## src/hw/sif_pkg.sv

```systemverilog
/*
 * sif_pkg: register map, field positions, reset values and carrier types
 * of the interrupt / result fifo / serial mode configuration block.
 * assumes: an 8-bit register port from the serial front end.
 */
package sif_pkg;
   localparam logic [7:0] SIF_ADDR_RES0  = 8'h00; // result bytes, low to high
   localparam logic [7:0] SIF_ADDR_RES2  = 8'h02;
   localparam logic [7:0] SIF_ADDR_CFG   = 8'h09;
   localparam logic [7:0] SIF_ADDR_FLAGS = 8'h0a;
   localparam logic [7:0] SIF_ADDR_THR   = 8'h0b;
   localparam logic [7:0] SIF_CFG_RST    = 8'h00;
   localparam logic [4:0] SIF_THR_RST    = 5'h1f;
   localparam int         SIF_SEL_HI     = 7;
   localparam int         SIF_SEL_LO     = 4;
   localparam int         SIF_POL_BIT    = 3;
   localparam int         SIF_STOP_BIT   = 2;
   localparam int         SIF_FEN_BIT    = 1;
   localparam int         SIF_SPI3_BIT   = 0;
   localparam int         SIF_FLG_FIFO   = 2;
   localparam int         SIF_FLG_TEMP   = 1;
   localparam int         SIF_FLG_PRES   = 0;
   localparam logic [3:0] SIF_SEL_NONE   = 4'h0;
   localparam logic [3:0] SIF_SEL_PRES   = 4'h1;
   localparam logic [3:0] SIF_SEL_TEMP   = 4'h2;
   localparam logic [3:0] SIF_SEL_BOTH   = 4'h3;
   localparam logic [3:0] SIF_SEL_WM     = 4'h4;
   localparam logic [3:0] SIF_SEL_FULL   = 4'h8;
   localparam int         SIF_FIFO_DEPTH = 32;
   localparam int         SIF_RES_W      = 24;

   // one measurement result as it arrives from the engine
   typedef struct packed {
      logic                 valid;
      logic                 is_temp;
      logic [SIF_RES_W-1:0] data;
   } sif_result_t;

   // register port request from the serial front end
   typedef struct packed {
      logic       wr;
      logic       rd;
      logic [7:0] addr;
      logic [7:0] wdata;
   } sif_reg_req_t;
endpackage : sif_pkg

```

## src/hw/sif_irq_cfg.sv

```systemverilog
/*
 * sif_irq_cfg: configuration, interrupt flags, interrupt pin and result
 * presentation of the sensor's serial register block.
 * assumes: the serial front end turns bus cycles into one-cycle rd/wr
 * strobes with address; read data is sampled the cycle after rd.
 */
`timescale 1ns/1ps
`default_nettype none
// Behaviour
// upper config nibble selects interrupt source
// host writes only the six source codes
// status read clears flags and pin
// polarity bit; pin driven unless 4-wire spi
// streaming full fifo drops oldest entry
// stop-on-full fifo drops new result
// fifo off: results go to own registers
// fifo on: 32 deep, head at 0x00-0x02
// config bit 0 chooses 3-wire spi
// fifo flag from full or threshold
// host polls fifo flag at most 375 us
// new temperature result sets temp flag
// new pressure result sets pressure flag
// threshold field plus one triggers flag
// config register resets to zero
// flags sit at bits 2,1,0
// pin asserts on enabled flag until read
module sif_irq_cfg
   import sif_pkg::*;
#(
   parameter int DEPTH = SIF_FIFO_DEPTH
) (
   input  wire logic         clk_sys_i,        // system clock, 100 MHz
   input  wire logic         arst_n_i,         // async reset, active low
   input  wire sif_reg_req_t req_i,            // register request
   output logic      [7:0]   rdata_o,          // register read data
   input  wire sif_result_t  result_i,         // new measurement result
   input  wire logic         fifo_flush_i,     // flush strobe from reset reg
   input  wire logic         i2c_mode_i,       // 1 when bus is i2c
   output logic              spi_3wire_o,      // serial wiring select
   output logic              irq_output_pin_o, // interrupt pin level
   output logic              irq_output_pin_oe_o, // pin drive enable
   output logic      [5:0]   fifo_level_o,     // fifo fill level
   output logic              fifo_empty_o      // fifo holds no data
);
   localparam int CW = $clog2(DEPTH);
   logic [7:0]           cfg_q;
   logic [4:0]           thr_q;
   logic [2:0]           flags_q, flags_d;
   logic                 fifo_lvl_q;
   logic [SIF_RES_W-1:0] pres_q, temp_q;
   logic [7:0]           rdata_q;
   logic [SIF_RES_W:0]   head;
   logic [CW:0]          count;

   // field decode
   wire [3:0] sel    = cfg_q[SIF_SEL_HI:SIF_SEL_LO];
   wire       pol_hi = cfg_q[SIF_POL_BIT];
   wire       stop   = cfg_q[SIF_STOP_BIT];
   wire       fen    = cfg_q[SIF_FEN_BIT];
   wire       spi3   = cfg_q[SIF_SPI3_BIT];
   wire       rd_flg = req_i.rd && req_i.addr == SIF_ADDR_FLAGS;
   wire       rd_top = req_i.rd && req_i.addr == SIF_ADDR_RES2;
   wire       push   = result_i.valid && fen;

   // threshold compare: field value plus one results held
   wire [CW:0] thr_cnt = (CW+1)'(thr_q) + 1'b1;
   wire        wm_hit  = count >= thr_cnt;
   wire        full    = count == (CW+1)'(DEPTH);
   // the full/threshold choice follows the selected source; other codes
   // are the host's fault and simply raise no fifo flag
   wire fifo_cond = (sel == SIF_SEL_WM) ? wm_hit :
                    (sel == SIF_SEL_FULL) ? full : 1'b0;
   // edge of the condition so one read clears it until it re-arises
   wire fifo_ev = fifo_cond && !fifo_lvl_q;

   // flag next state: an event in the read cycle survives the clear
   always_comb begin
      flags_d = rd_flg ? 3'h0 : flags_q;
      if (fifo_ev) flags_d[SIF_FLG_FIFO] = 1'b1;
      if (result_i.valid && result_i.is_temp)
         flags_d[SIF_FLG_TEMP] = 1'b1;
      if (result_i.valid && !result_i.is_temp)
         flags_d[SIF_FLG_PRES] = 1'b1;
   end

   // enabled flags per source code
   wire [2:0] en_mask = (sel == SIF_SEL_PRES) ? 3'h1 :
                        (sel == SIF_SEL_TEMP) ? 3'h2 :
                        (sel == SIF_SEL_BOTH) ? 3'h3 :
                        (sel == SIF_SEL_WM || sel == SIF_SEL_FULL) ? 3'h4 :
                        3'h0;
   wire irq_act = |(flags_q & en_mask);

   // config and threshold writes
   always_ff @(posedge clk_sys_i or negedge arst_n_i) begin
      if (!arst_n_i) begin
         cfg_q <= SIF_CFG_RST;
         thr_q <= SIF_THR_RST;
      end else if (req_i.wr) begin
         if (req_i.addr == SIF_ADDR_CFG) cfg_q <= req_i.wdata;
         if (req_i.addr == SIF_ADDR_THR) thr_q <= req_i.wdata[4:0];
      end
   end

   always_ff @(posedge clk_sys_i or negedge arst_n_i) begin
      if (!arst_n_i) begin
         flags_q    <= 3'h0;
         fifo_lvl_q <= 1'b0;
      end else begin
         flags_q    <= flags_d;
         fifo_lvl_q <= fifo_cond;
      end
   end

   // dedicated result registers, used when the history is off
   always_ff @(posedge clk_sys_i or negedge arst_n_i) begin
      if (!arst_n_i) begin
         pres_q <= '0;
         temp_q <= '0;
      end else if (result_i.valid && !fen) begin
         if (result_i.is_temp) temp_q <= result_i.data;
         else                  pres_q <= result_i.data;
      end
   end

   // history buffer; head is popped after its top byte is read
   sif_fifo #(
      .W     (SIF_RES_W + 1),
      .DEPTH (DEPTH)
   ) u_fifo (
      .clk_sys_i (clk_sys_i),
      .arst_n_i  (arst_n_i),
      .flush_i   (fifo_flush_i || !fen),
      .stop_i    (stop),
      .push_i    (push),
      .din_i     ({result_i.is_temp, result_i.data}),
      .pop_i     (fen && rd_top),
      .head_o    (head),
      .count_o   (count)
   );

   // read mux: with history on, the head appears at the low three bytes
   wire [SIF_RES_W-1:0] res_sel = fen ? head[SIF_RES_W-1:0] : pres_q;
   wire [7:0] rd_mux =
      (req_i.addr == SIF_ADDR_RES0)          ? res_sel[7:0]   :
      (req_i.addr == SIF_ADDR_RES0 + 8'h01)  ? res_sel[15:8]  :
      (req_i.addr == SIF_ADDR_RES2)          ? res_sel[23:16] :
      (req_i.addr == SIF_ADDR_CFG)           ? cfg_q          :
      (req_i.addr == SIF_ADDR_FLAGS)         ? {5'h00, flags_q} :
      (req_i.addr == SIF_ADDR_THR)           ? {3'h0, thr_q}  : 8'h00;

   always_ff @(posedge clk_sys_i or negedge arst_n_i) begin
      if (!arst_n_i)     rdata_q <= 8'h00;
      else if (req_i.rd) rdata_q <= rd_mux;
   end

   // pin: not available in 4-wire spi, where it doubles as data out
   assign irq_output_pin_oe_o = i2c_mode_i || spi3;
   assign irq_output_pin_o    = pol_hi ? irq_act : !irq_act;
   assign rdata_o      = rdata_q;
   assign spi_3wire_o  = spi3;
   assign fifo_level_o = 6'(count);
   assign fifo_empty_o = count == '0;
endmodule : sif_irq_cfg
`default_nettype wire

```

## src/hw/sif_fifo.sv

```systemverilog
/*
 * sif_fifo: result history buffer with streaming or stop-on-full policy.
 * assumes: push and pop are single-cycle strobes on clk_sys_i.
 */
`timescale 1ns/1ps
`default_nettype none
module sif_fifo
   import sif_pkg::*;
#(
   parameter int W     = SIF_RES_W + 1,
   parameter int DEPTH = SIF_FIFO_DEPTH
) (
   input  wire logic                     clk_sys_i,  // system clock
   input  wire logic                     arst_n_i,   // async reset, low
   input  wire logic                     flush_i,    // drop all entries
   input  wire logic                     stop_i,     // 1 stop-on-full
   input  wire logic                     push_i,     // new result
   input  wire logic [W-1:0]             din_i,      // result word
   input  wire logic                     pop_i,      // head consumed
   output logic      [W-1:0]             head_o,     // oldest entry
   output logic      [$clog2(DEPTH):0]   count_o     // fill level
);
   localparam int AW = $clog2(DEPTH);
   logic [W-1:0]  mem [DEPTH];
   logic [AW-1:0] wp_q, rp_q;
   logic [AW:0]   cnt_q;
   wire full  = (cnt_q == (AW+1)'(DEPTH));
   wire empty = (cnt_q == '0);
   // a full stop-on-full fifo refuses the word outright
   wire wr_en = push_i && !(full && stop_i);
   // streaming: a write into a full fifo retires the oldest entry too
   wire rd_en = (pop_i && !empty) || (wr_en && full && !pop_i);

   // storage has no reset; only the pointers and the count need a defined value
   always_ff @(posedge clk_sys_i) begin
      if (wr_en) mem[wp_q] <= din_i;
   end

   always_ff @(posedge clk_sys_i or negedge arst_n_i) begin
      if (!arst_n_i) begin
         wp_q <= '0;
         rp_q <= '0;
         cnt_q <= '0;
      end else if (flush_i) begin
         wp_q <= '0;
         rp_q <= '0;
         cnt_q <= '0;
      end else begin
         if (wr_en) wp_q <= wp_q + 1'b1;
         if (rd_en) rp_q <= rp_q + 1'b1;
         cnt_q <= cnt_q + (AW+1)'(wr_en && !full) - (AW+1)'(pop_i && !empty
                  && !(wr_en && full));
      end
   end

   assign head_o  = empty ? '0 : mem[rp_q];
   assign count_o = cnt_q;
endmodule : sif_fifo
`default_nettype wire

```

## config.mk

```make
export PLATFORM = sky130hd
export DESIGN_NAME = sif_irq_cfg
export DESIGN_NICKNAME = d
export VERILOG_FILES = /design/src/hw/sif_pkg.sv /design/src/hw/sif_irq_cfg.sv /design/src/hw/sif_fifo.sv
export SDC_FILE = /design/constraint.sdc
export NUM_CORES = 1
export LEC_CHECK = 0
export ABC_CLOCK_PERIOD_IN_PS = 4000
export BUFFER_PORTS_ARGS = -buffer_cell sky130_fd_sc_hd__buf_2
export CAP_MARGIN = 40
export CORE_AREA = 4 4 263 265
export CTS_BUF_LIST = sky130_fd_sc_hd__clkbuf_8
export DETAILED_ROUTE_END_ITERATION = 6
export DIE_AREA = 0 0 267 269
export HOLD_SLACK_MARGIN = 0.08
export PLACE_DENSITY = 0.61
export SYNTH_ARGS = -nofsm -noshare
export SYNTH_HDL_FRONTEND = slang
export SYNTH_SLANG_ARGS = --single-unit
export TNS_END_PERCENT = 10
```

## constraint.sdc

```tcl
create_clock -name clk_sys_i -period 4 [get_ports clk_sys_i]
set_input_delay 0.4 -clock clk_sys_i [delete_from_list [all_inputs] [get_ports clk_sys_i]]
set_output_delay 0.4 -clock clk_sys_i [all_outputs]
set_load 0.1 [all_outputs]
```

# Yosys cells after proc, flatten, opt, wreduce, memory -nomap -nowiden
# Memory sizes are Yosys's and may differ from the RTL's.
# Index checks and enable logic that the tools add are counted.
# Widths: inputs -> output; s select.
[classes] n_mux=26 bitwise=2 magnitude_cmp=1 addsub=5 n_reduce_logical=39 n_eq_ne=11
[op_table] op="$mux 24" n=2
[op_table] op="$mux 8" n=4
[op_table] op="$mux 5" n=6
[op_table] op="$eq 8x4->1 const B" n=3
[op_table] op="$logic_and 1x1->1" n=15
[op_table] op="$mux 3" n=5
[op_table] op="$add 5x1->5 const B" n=2
[op_table] op="$reduce_bool 2->1" n=5
[op_table] op="$logic_not 1->1" n=9
[op_table] op="$eq 4x2->1 const B" n=2
[op_table] op="$eq 8x1->1 const B" n=1
[op_table] op="$eq 8x2->1 const B" n=1
[op_table] op="$logic_not 8->1" n=1
[op_table] op="$mux 1" n=8
[op_table] op="$add 5x1->6 const B" n=1
[op_table] op="$add 6x1->6" n=1
[op_table] op="$eq 6x6->1 const B" n=1
[op_table] op="$ge 6x6->1" n=1
[op_table] op="$logic_not 6->1" n=1
[op_table] op="$mux 6" n=1
[op_table] op="$reduce_and 2->1" n=3
[op_table] op="$sub 6x1->6" n=1
[op_table] op="$eq 4x1->1 const B" n=1
[op_table] op="$eq 4x3->1 const B" n=1
[op_table] op="5 further kinds" n=8
[word_totals] ramBits=800 reg_bits=65 mem_count=1 input_bits=48 output_inout_bits=18 elab_cells=96
[memory_table] memory="u_fifo.mem" words=32 width=25 rd=1 rd_clocked_by_memory_dff=0 wr=1 line="sif_fifo.sv:24" text="logic [W-1:0] mem [DEPTH];"

# Longest topological paths before layout
# Gate-level depths: netlist of run 1.
[depth] depth_word=10 mapped_depth=15 ltp_nobuf=14

# Cells and area by module
# A second synthesis of run 1 with hierarchy kept.
[hier_totals] cells_unflattened=1636 area_unflattened_um2=34553.1
[modules_own_cells] mod="sif_fifo" seq_area_each_um2=24423.4 area_each_um2=31634.1 cells_each=1388 instances=1
[modules_own_cells] mod="sif_irq_cfg" seq_area_each_um2=1232.4 area_each_um2=2919.0 cells_each=248 instances=1

# Worst setup path after synthesis of run 1
# OpenSTA, ideal clock, no wires.
[synth_timing] path_kind="reg2reg" start="register u_fifo.cnt_q[4] (netlist: u_fifo.count_o[4])" end="register u_fifo.cnt_q[4] (netlist: u_fifo.count_o[4])" setup_time_ns=0.132 period_less_slack_ns=3.819 n_path_buf=1 setup_slack_ns=0.181 required_ns=3.868 arrival_time_ns=3.687 path_stages_with_launch=16 cell_sequence="dfrtp_1 -> inv_1 -> ha_1 -> and4bb_2 -> nor2_1 -> clkbuf_1 -> and3_1 -> ha_1 -> inv_1 -> ha_1 -> fa_1 -> a21oi_1 -> nor2_1 -> nor2_1 -> xor2_1 -> nor2_1"
[synth_between] elab_cells_between_ends=15 cone_classes="add/sub (2); eq/ne (1); mux (1); reduce/logical (11)"
[synth_lines] element="start: declaration" line="sif_fifo.sv:26" text="logic [AW:0] cnt_q;"
[synth_lines] element="start signal: assignment" line="sif_fifo.sv:51" text="cnt_q <= cnt_q + (AW+1)'(wr_en && !full) - (AW+1)'(pop_i && !empty"
[synth_lines] element="$logic_not 6->1"
[synth_lines] element="named net fifo_empty_o" line="sif_irq_cfg.sv:43" text="output logic fifo_empty_o"
[synth_lines] element="$logic_not 1->1" line="sif_fifo.sv:51"
[synth_lines] element="$logic_and 1x1->1" line="sif_fifo.sv:51"
[synth_lines] element="$logic_and 1x1->1" line="sif_fifo.sv:52" text="&& !(wr_en && full));"
[synth_lines] element="$sub 6x1->6" line="sif_fifo.sv:51"
[synth_lines] element="$mux 6" line="sif_fifo.sv:44" text="end else if (flush_i) begin"
# The timed path passes the listed nets, and every way through them passes these cells.
# A chain may end at the register's enable or synchronous reset.

# Worst setup path in the final report of run 1
[layout_timing] start="register u_fifo.cnt_q[2] (netlist: u_fifo.count_o[2])" end="register u_fifo.cnt_q[4] (netlist: u_fifo.count_o[4])"
[layout_between] elab_chain_cells=9 elab_cells_between_ends=15 cone_classes="add/sub (2); eq/ne (1); mux (1); reduce/logical (11)"
[layout_lines] element="parallel branches: the longest is 7 deep, another holds $add 6x1->6"
[layout_lines] element="$sub 6x1->6 *" line="sif_fifo.sv:51"
[layout_lines] element="$mux 6 *" line="sif_fifo.sv:44"
# Mark *: on every way between the ends.

==> run summary, run 1 <==
Post-synthesis sequential area ratio -> 74.44%
Critical path's slowest cell -> nor4bb_1
Worst Path Buf+Inv -> 2
Post-synth EDFFs -> 768
Gr ovfl total -> 0
Tcrit/Tclk final -> 84.13%
I/O Pins -> 66
Net Sw Frac -> 24.76%
Num CTS Buffers -> 137
Post_cts resized -> 0
Logic pwr share -> 10.6%
Iter 0 DRT Violations -> 1534
Unrepaired setup endpoints after global routing -> no
Via count -> 17228
Pint -> 13750 µW
Leak Pwr -> 0.01213 µW
Syn nets -> 1755
RR Startpoint -> u_fifo.count_o[2]
Distinct cells, synth -> 64
HP Start -> result_i[3]
Initial antenna violation count -> 8
Slew @ Worst Pin -> 0.8689 ns
Endpoints failing hold -> 0
# placed instances -> 2616
Routability cong. -> 0.8135
Synth Area in Compound Gates -> 4.820%
Vert. Die Dim -> 269 µm
Area Overhead vs Synth -> 13.72%
Vias in the first global route -> 17635
Setup violators final -> 0
Final HPWL DP -> 50880 µm
Setup TNS -> 0 ns
FFs w/ async S/R, synth -> 7.803%
WP data required -> 4.62 ns
Max Buffers Root-to-Sink -> 3
Fin Clk Skew -> 0.03245 ns
First-pass GRT wire length -> 119500 µm
Multi-input logic area -> 8035 µm²
Layout cells sized above 1 -> 27.30%
P_sw -> 4526 µW
Drt wl/cell -> 28.25 µm
Most frequent cells in the layout -> edfxtp_1, mux4_2, clkbuf_8
Top post-synthesis cells by area -> edfxtp_1, mux4_2, dfrtp_1
CP peak stage delay -> 0.65 ns
Routed Antenna Nets -> 0
CTS tree -> done
H-tree depth -> 4
Initial Utilization -> 49.66%
Syn Area/Cell -> 19.69 µm²
Largest delay share family, worst path -> simple AND/OR/NAND/NOR gates
Reg2reg end -> u_fifo.count_o[4]
Die width -> 267 µm
R2r worst-path depth -> 14
Root buf cell -> clkbuf_8
DRC -> 0
IO Port Bufs -> 65
FF+latch area -> 24700 µm²
Worst setup SP type -> flop
Clock slew at reported path FFs -> 0.05 ns
Fmax achieved -> 297.2 MHz
HP Class -> in2reg
Syn Inst Count -> 1685
Worst hold path depth -> 1
Final core utilization -> 56.48%
Filler Cells Inserted -> 5147
Clock Sinks -> 833
P per Cell Area -> 484.5 nW/µm²
Overall Global Routing Usage -> 23.11%
Die area -> 71820 µm²
Setup CP Type -> reg2reg
Mux contribution to synthesized area -> 14.79%
Worst setup EP type -> flop
Yosys top cell area share -> 69.52%
First-pass DRT Iterations -> 7
Worst skew pair latency -> 0.78 ns
Slew margin rel. -> 41.72%
Simple-gate share of the synthesized area -> 2.617%
Ys Warns -> 0
Slew Limit Fails -> 0
Maximum vdd ir drop -> 236.7 µV
Row count -> 95
Main combinational cell family by area after synthesis -> multiplexers
Reg power frac -> 53.5%
Clk network pwr share -> 35.9%
Core Area -> 66800 µm²
Finished Layout Cells -> 2870
Hold_ws -> 0.1717 ns
Period minus WS final -> 3.365 ns
Synth Area in XOR/XNOR -> 0.3696%
Hold Path Sink -> u_fifo.mem[19][3]
Biggest area consumer among synthesized cells -> edfxtp_1
Layout Nets -> 1969
Total wire length -> 81070 µm
R2R Setup Slk -> 0.63 ns
Largest net degree at the start of global routing -> 71
Adder-Cell Fraction of Synth Area -> 0.8524%
Post-Syn Area -> 33170 µm²
Worst-path fanout max -> 4
Drt via density -> 6.003
Ys flop type -> edfxtp_1
Commonest non-fill, non-tap cell in the layout -> edfxtp_1
Total of max-cap violations -> 0
Crit-path cells -> inv_1, ha_1, nor4bb_1, nand3b_1, and3_1, ha_1, inv_1, ha_1, fa_1, a21oi_1, nor2_1, nor2_1, xor2_1, nor2_1
Status -> finished clean
CP arrival -> 3.99 ns
Register bit total from synthesis -> 833
==> logic make-up (layout without fill, tap and decap cells) <==
group,count (synthesis),count (layout)
compound gates,233,233
xor+xnor,14,14
fa+ha+maj,22,22
buf+inv,112,420
flops,833,833
mux,293,293
other cells,0,4
simple gates,178,178
==> layout make-up <==
class	instances	share of cell area, %
antenna	4	0.02653
clock buffer	146	5.326
clock inverter	87	0.9618
inverter	21	0.2089
multi-input combinational	740	21.30
sequential	833	65.48
tap	873	2.895
timing repair buffer	166	3.801
==> through the flow <==
stage	setup slack, ns	total power, µW	area, µm²
after floorplan	0.1812	11330	33170
after global placement	0.6501	11860	34930
after detailed placement	0.6712	11880	35180
after CTS	0.6367	18460	37710
after global routing	0.3056	19030	37720
final	0.6348	18280	37730
==> timing repair <==
item | 4_1_cts | 5_1_grt
hold buffers | 16 | 0
endpoints found under the hold margin | 58 | 0
setup buffers | 0 | 0
==> layer usage <==
layer | global-route usage, % | up-vias | part of all wire (%)
li1 | - | 7394 | -
met1 | 32.64 | 9126 | 43
met5 | 0 | - | 0.020
met2 | 36.22 | 592 | 48
met4 | 6.996 | 2 | 2.1
met3 | 5.767 | 114 | 6.8
==> flip-flops by register name (all words and copies together) (netlist names) <==
| register | count |
|---|---|
| fifo_lvl_q | 1 |
| rdata_o | 8 |
| u_fifo.count_o | 6 |
| pres_q | 24 |
| cfg_q | 8 |
| u_fifo.rp_q | 5 |
| thr_q | 5 |
| u_fifo.mem | 768 |
| u_fifo.wp_q | 5 |
| flags_q | 3 |
==> Yosys cell counts, drive strengths merged (2+ instances only) <==
cell type	count
mux4	153
nand3	14
o211ai	3
ha	21
nand2	32
nor4	3
mux2	32
a22oi	20
a21oi	49
mux2i	108
dfrtp	60
a21o	4
or2	4
or3	3
xor2	10
and4bb	2
o22ai	24
edfxtp	768
xnor2	4
nand2b	6
and2	2
nand3b	7
a221oi	11
o21ai	27
or3b	4
clkbuf	32
a2111oi	4
nor3	5
o221ai	19
a211oi	44
a22o	17
nor2b	7
nand4	5
and3	5
buf	59
dfstp	5
nor2	76
a31oi	3
inv	21
==> worst max-delay path by stage <==
stage                      startpoint                end  slack, ns  cells after the start
finish              u_fifo.count_o[2]  u_fifo.count_o[4]       0.63                     14
global route        u_fifo.count_o[2]  u_fifo.count_o[4]       0.31                     14
CTS                 u_fifo.count_o[2]  u_fifo.count_o[4]       0.64                     14
detailed placement  u_fifo.count_o[2]  u_fifo.count_o[4]       0.67                     14
global placement    u_fifo.count_o[2]  u_fifo.count_o[4]       0.65                     14
floorplan           u_fifo.count_o[4]  u_fifo.count_o[4]       0.18                     15
==> power by group through the flow <==
stage / clock network (µW) / registers [µW] / logic (µW)
final: 6570 / 9780 / 1930
after global routing: 7160 / 9790 / 2080
after floorplan: 0 / 10100 / 1250
after CTS: 6730 / 9780 / 1950
after detailed placement: 0 / 9960 / 1930
after global placement: 0 / 9950 / 1910
No activity file was read; power rests on OpenSTA's default activity.
==> run 2, diff against run 1 <==
ABC_AREA = 1   (was not set)
ABC_CLOCK_PERIOD_IN_PS = 2900   (was 4000)
CORE_AREA = 4 4 271 273   (was 4 4 263 265)
DIE_AREA = 0 0 275 277   (was 0 0 267 269)
PLACE_DENSITY = 0.64   (was 0.61)
clock period = 2.9 ns   (was 4 ns; I/O delays follow)
==> run 2 against run 1 <==
Fmax up 25%. Clock-buffer cell count up 4. Clock power up 47%.
==> run summary, run 2 <==
FFs w/ async S/R, synth -> 7.803% (unchanged)
Critical path depth -> 16 (+2)
Area Overhead vs Synth -> 14.93%
Worst setup EP type -> flop
Critical path's slowest cell -> dfrtp_4
Ys Warns -> 0 (unchanged)
Total wire length -> 92740 µm (+14%)
Crit-path cells -> inv_2, ha_1, nand4_1, buf_4, nor2_2, nor2_1, ha_1, inv_1, ha_1, fa_2, nand2_1, inv_1, o21ai_1, nand2_1, o21ai_1, a21oi_1
Root buf cell -> clkbuf_8
Tcrit/Tclk final -> 93.16% (+9.0 points)
Hold_ws -> 0.1493 ns (-0.02236 ns)
Reg2reg end -> u_fifo.count_o[4]
Yosys top cell area share -> 65.52% (-4.0 points)
Initial antenna violation count -> 1 (-7)
Worst-path fanout max -> 3 (-1)
RR Startpoint -> u_fifo.count_o[2]
Distinct cells, synth -> 37 (-42%)
WP data required -> 3.53 ns (-1.09 ns)
Layout cells sized above 1 -> 13.51% (-14 points)
Worst skew pair latency -> 0.78 ns (about the same)
Biggest area consumer among synthesized cells -> edfxtp_1
Period minus WS final -> 2.701 ns (-0.6637 ns)
Die area -> 76180 µm² (+6.1%)
Routed Antenna Nets -> 0 (unchanged)
CP dominant cell by count -> ha_1
DRC -> 0 (unchanged)
R2R Setup Slk -> 0.20 ns (-0.44 ns)
Post-Syn Area -> 35200 µm² (+6.1%)
Largest net degree at the start of global routing -> 117 (+65%)
Row count -> 98 (+3.2%)
Top cells by count, synth -> nand2_1, edfxtp_1, nor2_1
Total of max-cap violations -> 0 (unchanged)
Vert. Die Dim -> 277 µm (+3.0%)
H-tree depth -> 4 (unchanged)
First-pass GRT wire length -> 141700 µm (+19%)
Largest delay share family, worst path -> adder cells
Num CTS Buffers -> 138 (+0.73%)
Maximum vdd ir drop -> 376.7 µV (+59%)
Layout Nets -> 3446 (+75%)
Iter 0 DRT Violations -> 2325 (+52%)
Ys flop type -> edfxtp_1
Fin Clk Skew -> 0.03425 ns (+0.001795 ns)
Initial Utilization -> 49.50% (-0.16 points)
Slew margin rel. -> 44.23% (+2.5 points)
P per Cell Area -> 578.4 nW/µm² (+19%)
Syn nets -> 3253 (+85%)
Register bit total from synthesis -> 833 (unchanged)
Top post-synthesis cells by area -> edfxtp_1, nand2_1, nand3_1
I/O Pins -> 66 (unchanged)
Core Area -> 71120 µm² (+6.5%)
Post-CTS Setup Inserts -> 0 (unchanged)
Placed Area -> 37470 µm² (+6.5%)
Worst setup path startpoint -> u_fifo.count_o[2]
Endpoints failing hold -> 0 (unchanged)
CP arrival -> 3.33 ns (-0.66 ns)
IO Port Bufs -> 65 (unchanged)
Post-synthesis sequential area ratio -> 70.15% (-4.3 points)
Gr ovfl total -> 0 (unchanged)
Post-synth EDFFs -> 768 (unchanged)
CTS tree -> done
Worst setup path endpoint -> u_fifo.count_o[4]
Finished Cell Area -> 40460 µm² (+7.2%)
Syn Area/Cell -> 11.06 µm² (-44%)
Overall Global Routing Usage -> 24.43% (+1.3 points)
Leak Pwr -> 0.01548 µW (+28%)
Fmax achieved -> 370.2 MHz (+25%)
Max Buffers Root-to-Sink -> 3 (unchanged)
R2r worst-path depth -> 16 (+2)
Drt wl/cell -> 20.90 µm (-26%)
Die width -> 275 µm (+3.0%)
Setup violators final -> 0 (unchanged)
Metal2 WL -> 44480 µm (+14%)
Clock slew at reported path FFs -> 0.06 ns (about the same)
Setup CP Type -> reg2reg
Commonest non-fill, non-tap cell in the layout -> nand2_1
Final HPWL DP -> 53170 µm (+4.5%)
# placed instances -> 4145 (+58%)
Via count -> 24060 (+40%)
HP Class -> in2reg
Met3 routed WL -> 5963 µm (+7.6%)
Finished Layout Cells -> 4437 (+55%)
Pre-CTS WS -> 0.1802 ns (-0.4910 ns)
CP peak stage delay -> 0.48 ns (-0.17 ns)
First-pass DRT Iterations -> 6 (-1)
Drt via density -> 5.423 (-9.7%)
Count leader, synth -> nand2_1
Most flops, register -> u_fifo.mem
Syn Inst Count -> 3183 (+89%)
Clock Sinks -> 833 (unchanged)
Max reg flops -> 768 (unchanged)
Worst setup SP type -> flop
Top flop regs -> u_fifo.mem: 768 flops, pres_q: 24 flops
Top routing layer used -> met4
Fin worst setup slack -> 0.1985 ns (-0.4363 ns)
Most frequent cells in the layout -> nand2_1, edfxtp_1, nor2_1
DRT met1 WL -> 39200 µm (+12%)
Slew @ Worst Pin -> 0.8366 ns (-0.03234 ns)
Routability cong. -> 0.8506 (+4.6%)
Vias in the first global route -> 23864 (+35%)
Status -> finished clean
Worst Path Buf+Inv -> 4 (+2)
Slew Limit Fails -> 0 (unchanged)
[run 2: layer usage]
layer / global-route usage [%] / vias up
met5: 0 / -
met4: 9.651 / 0
met3: 3.925 / 153
met2: 39.28 / 922
met1: 33.56 / 11732
li1: - / 11253
[run 2: timing repair]
item | CTS | global route
resized for setup | 0 | 2
hold buffers | 41 | 0
endpoints found under the hold margin | 603 | 0
endpoints found under the setup margin | 0 | 2
[run 2: worst min path at each step]
stage,startpoint,to,slack (ns),cells after the start
6_report,result_i[18],u_fifo.mem[3][18],0.15,1
3_5_place_dp,arst_n_i,cfg_q[0],0.43,1
2_1_floorplan,arst_n_i,cfg_q[0],-0.006,0
4_1_cts,result_i[18],u_fifo.mem[3][18],0.08,1
5_1_grt,result_i[18],u_fifo.mem[3][18],0.11,1
3_3_place_gp,arst_n_i,cfg_q[0],0.43,1
[run 2: per-stage QoR]
| stage | utilization [%] | total power, µW | TNS [ns] |
|---|---|---|---|
| floorplan | - | 13630 | 0 |
| global placement | 52.68 | 13920 | 0 |
| detailed placement | 52.68 | 13930 | 0 |
| CTS | 56.88 | 23600 | 0 |
| global route | 56.89 | 24210 | -0.004741 |
| finish | 56.89 | 23400 | 0 |
[run 2: cell type report]
class                   count  area [µm²]
multi-input cells        1972        9116
repair buffers            222        2057
clock buffers             150        2064
inverters                 209       797.0
diodes                      1       2.502
clock inverters           100       510.5
fillers                  5947       30660
well taps                 950        1189
flip-flops and latches    833       24720
[run 2: cells by family (layout without fill, tap and decap cells)]
| logic type | count (synthesis) | after routing | share of synthesized area (%) |
|---|---|---|---|
| AOI/OAI and AO/OA | 325 | 325 | 4.944 |
| xor gates and xnor gates | 5 | 5 | 0.1244 |
| adders and majority gates | 22 | 22 | 0.8033 |
| buffers and inverters | 378 | 681 | 4.706 |
| DFF | 833 | 833 | 70.15 |
| muxes | 24 | 24 | 0.7678 |
| other | 0 | 1 | 0 |
| and+or+nand+nor | 1596 | 1596 | 18.50 |
[run 2: power breakdown]
part / internal [µW] / switching [µW] / leakage [µW] / total, µW
Sequential: 13200 / 39.5 / 0.00769 / 13200
Clock: 5040 / 4630 / 0.00147 / 9670
Combinational: 140 / 359 / 0.00632 / 500
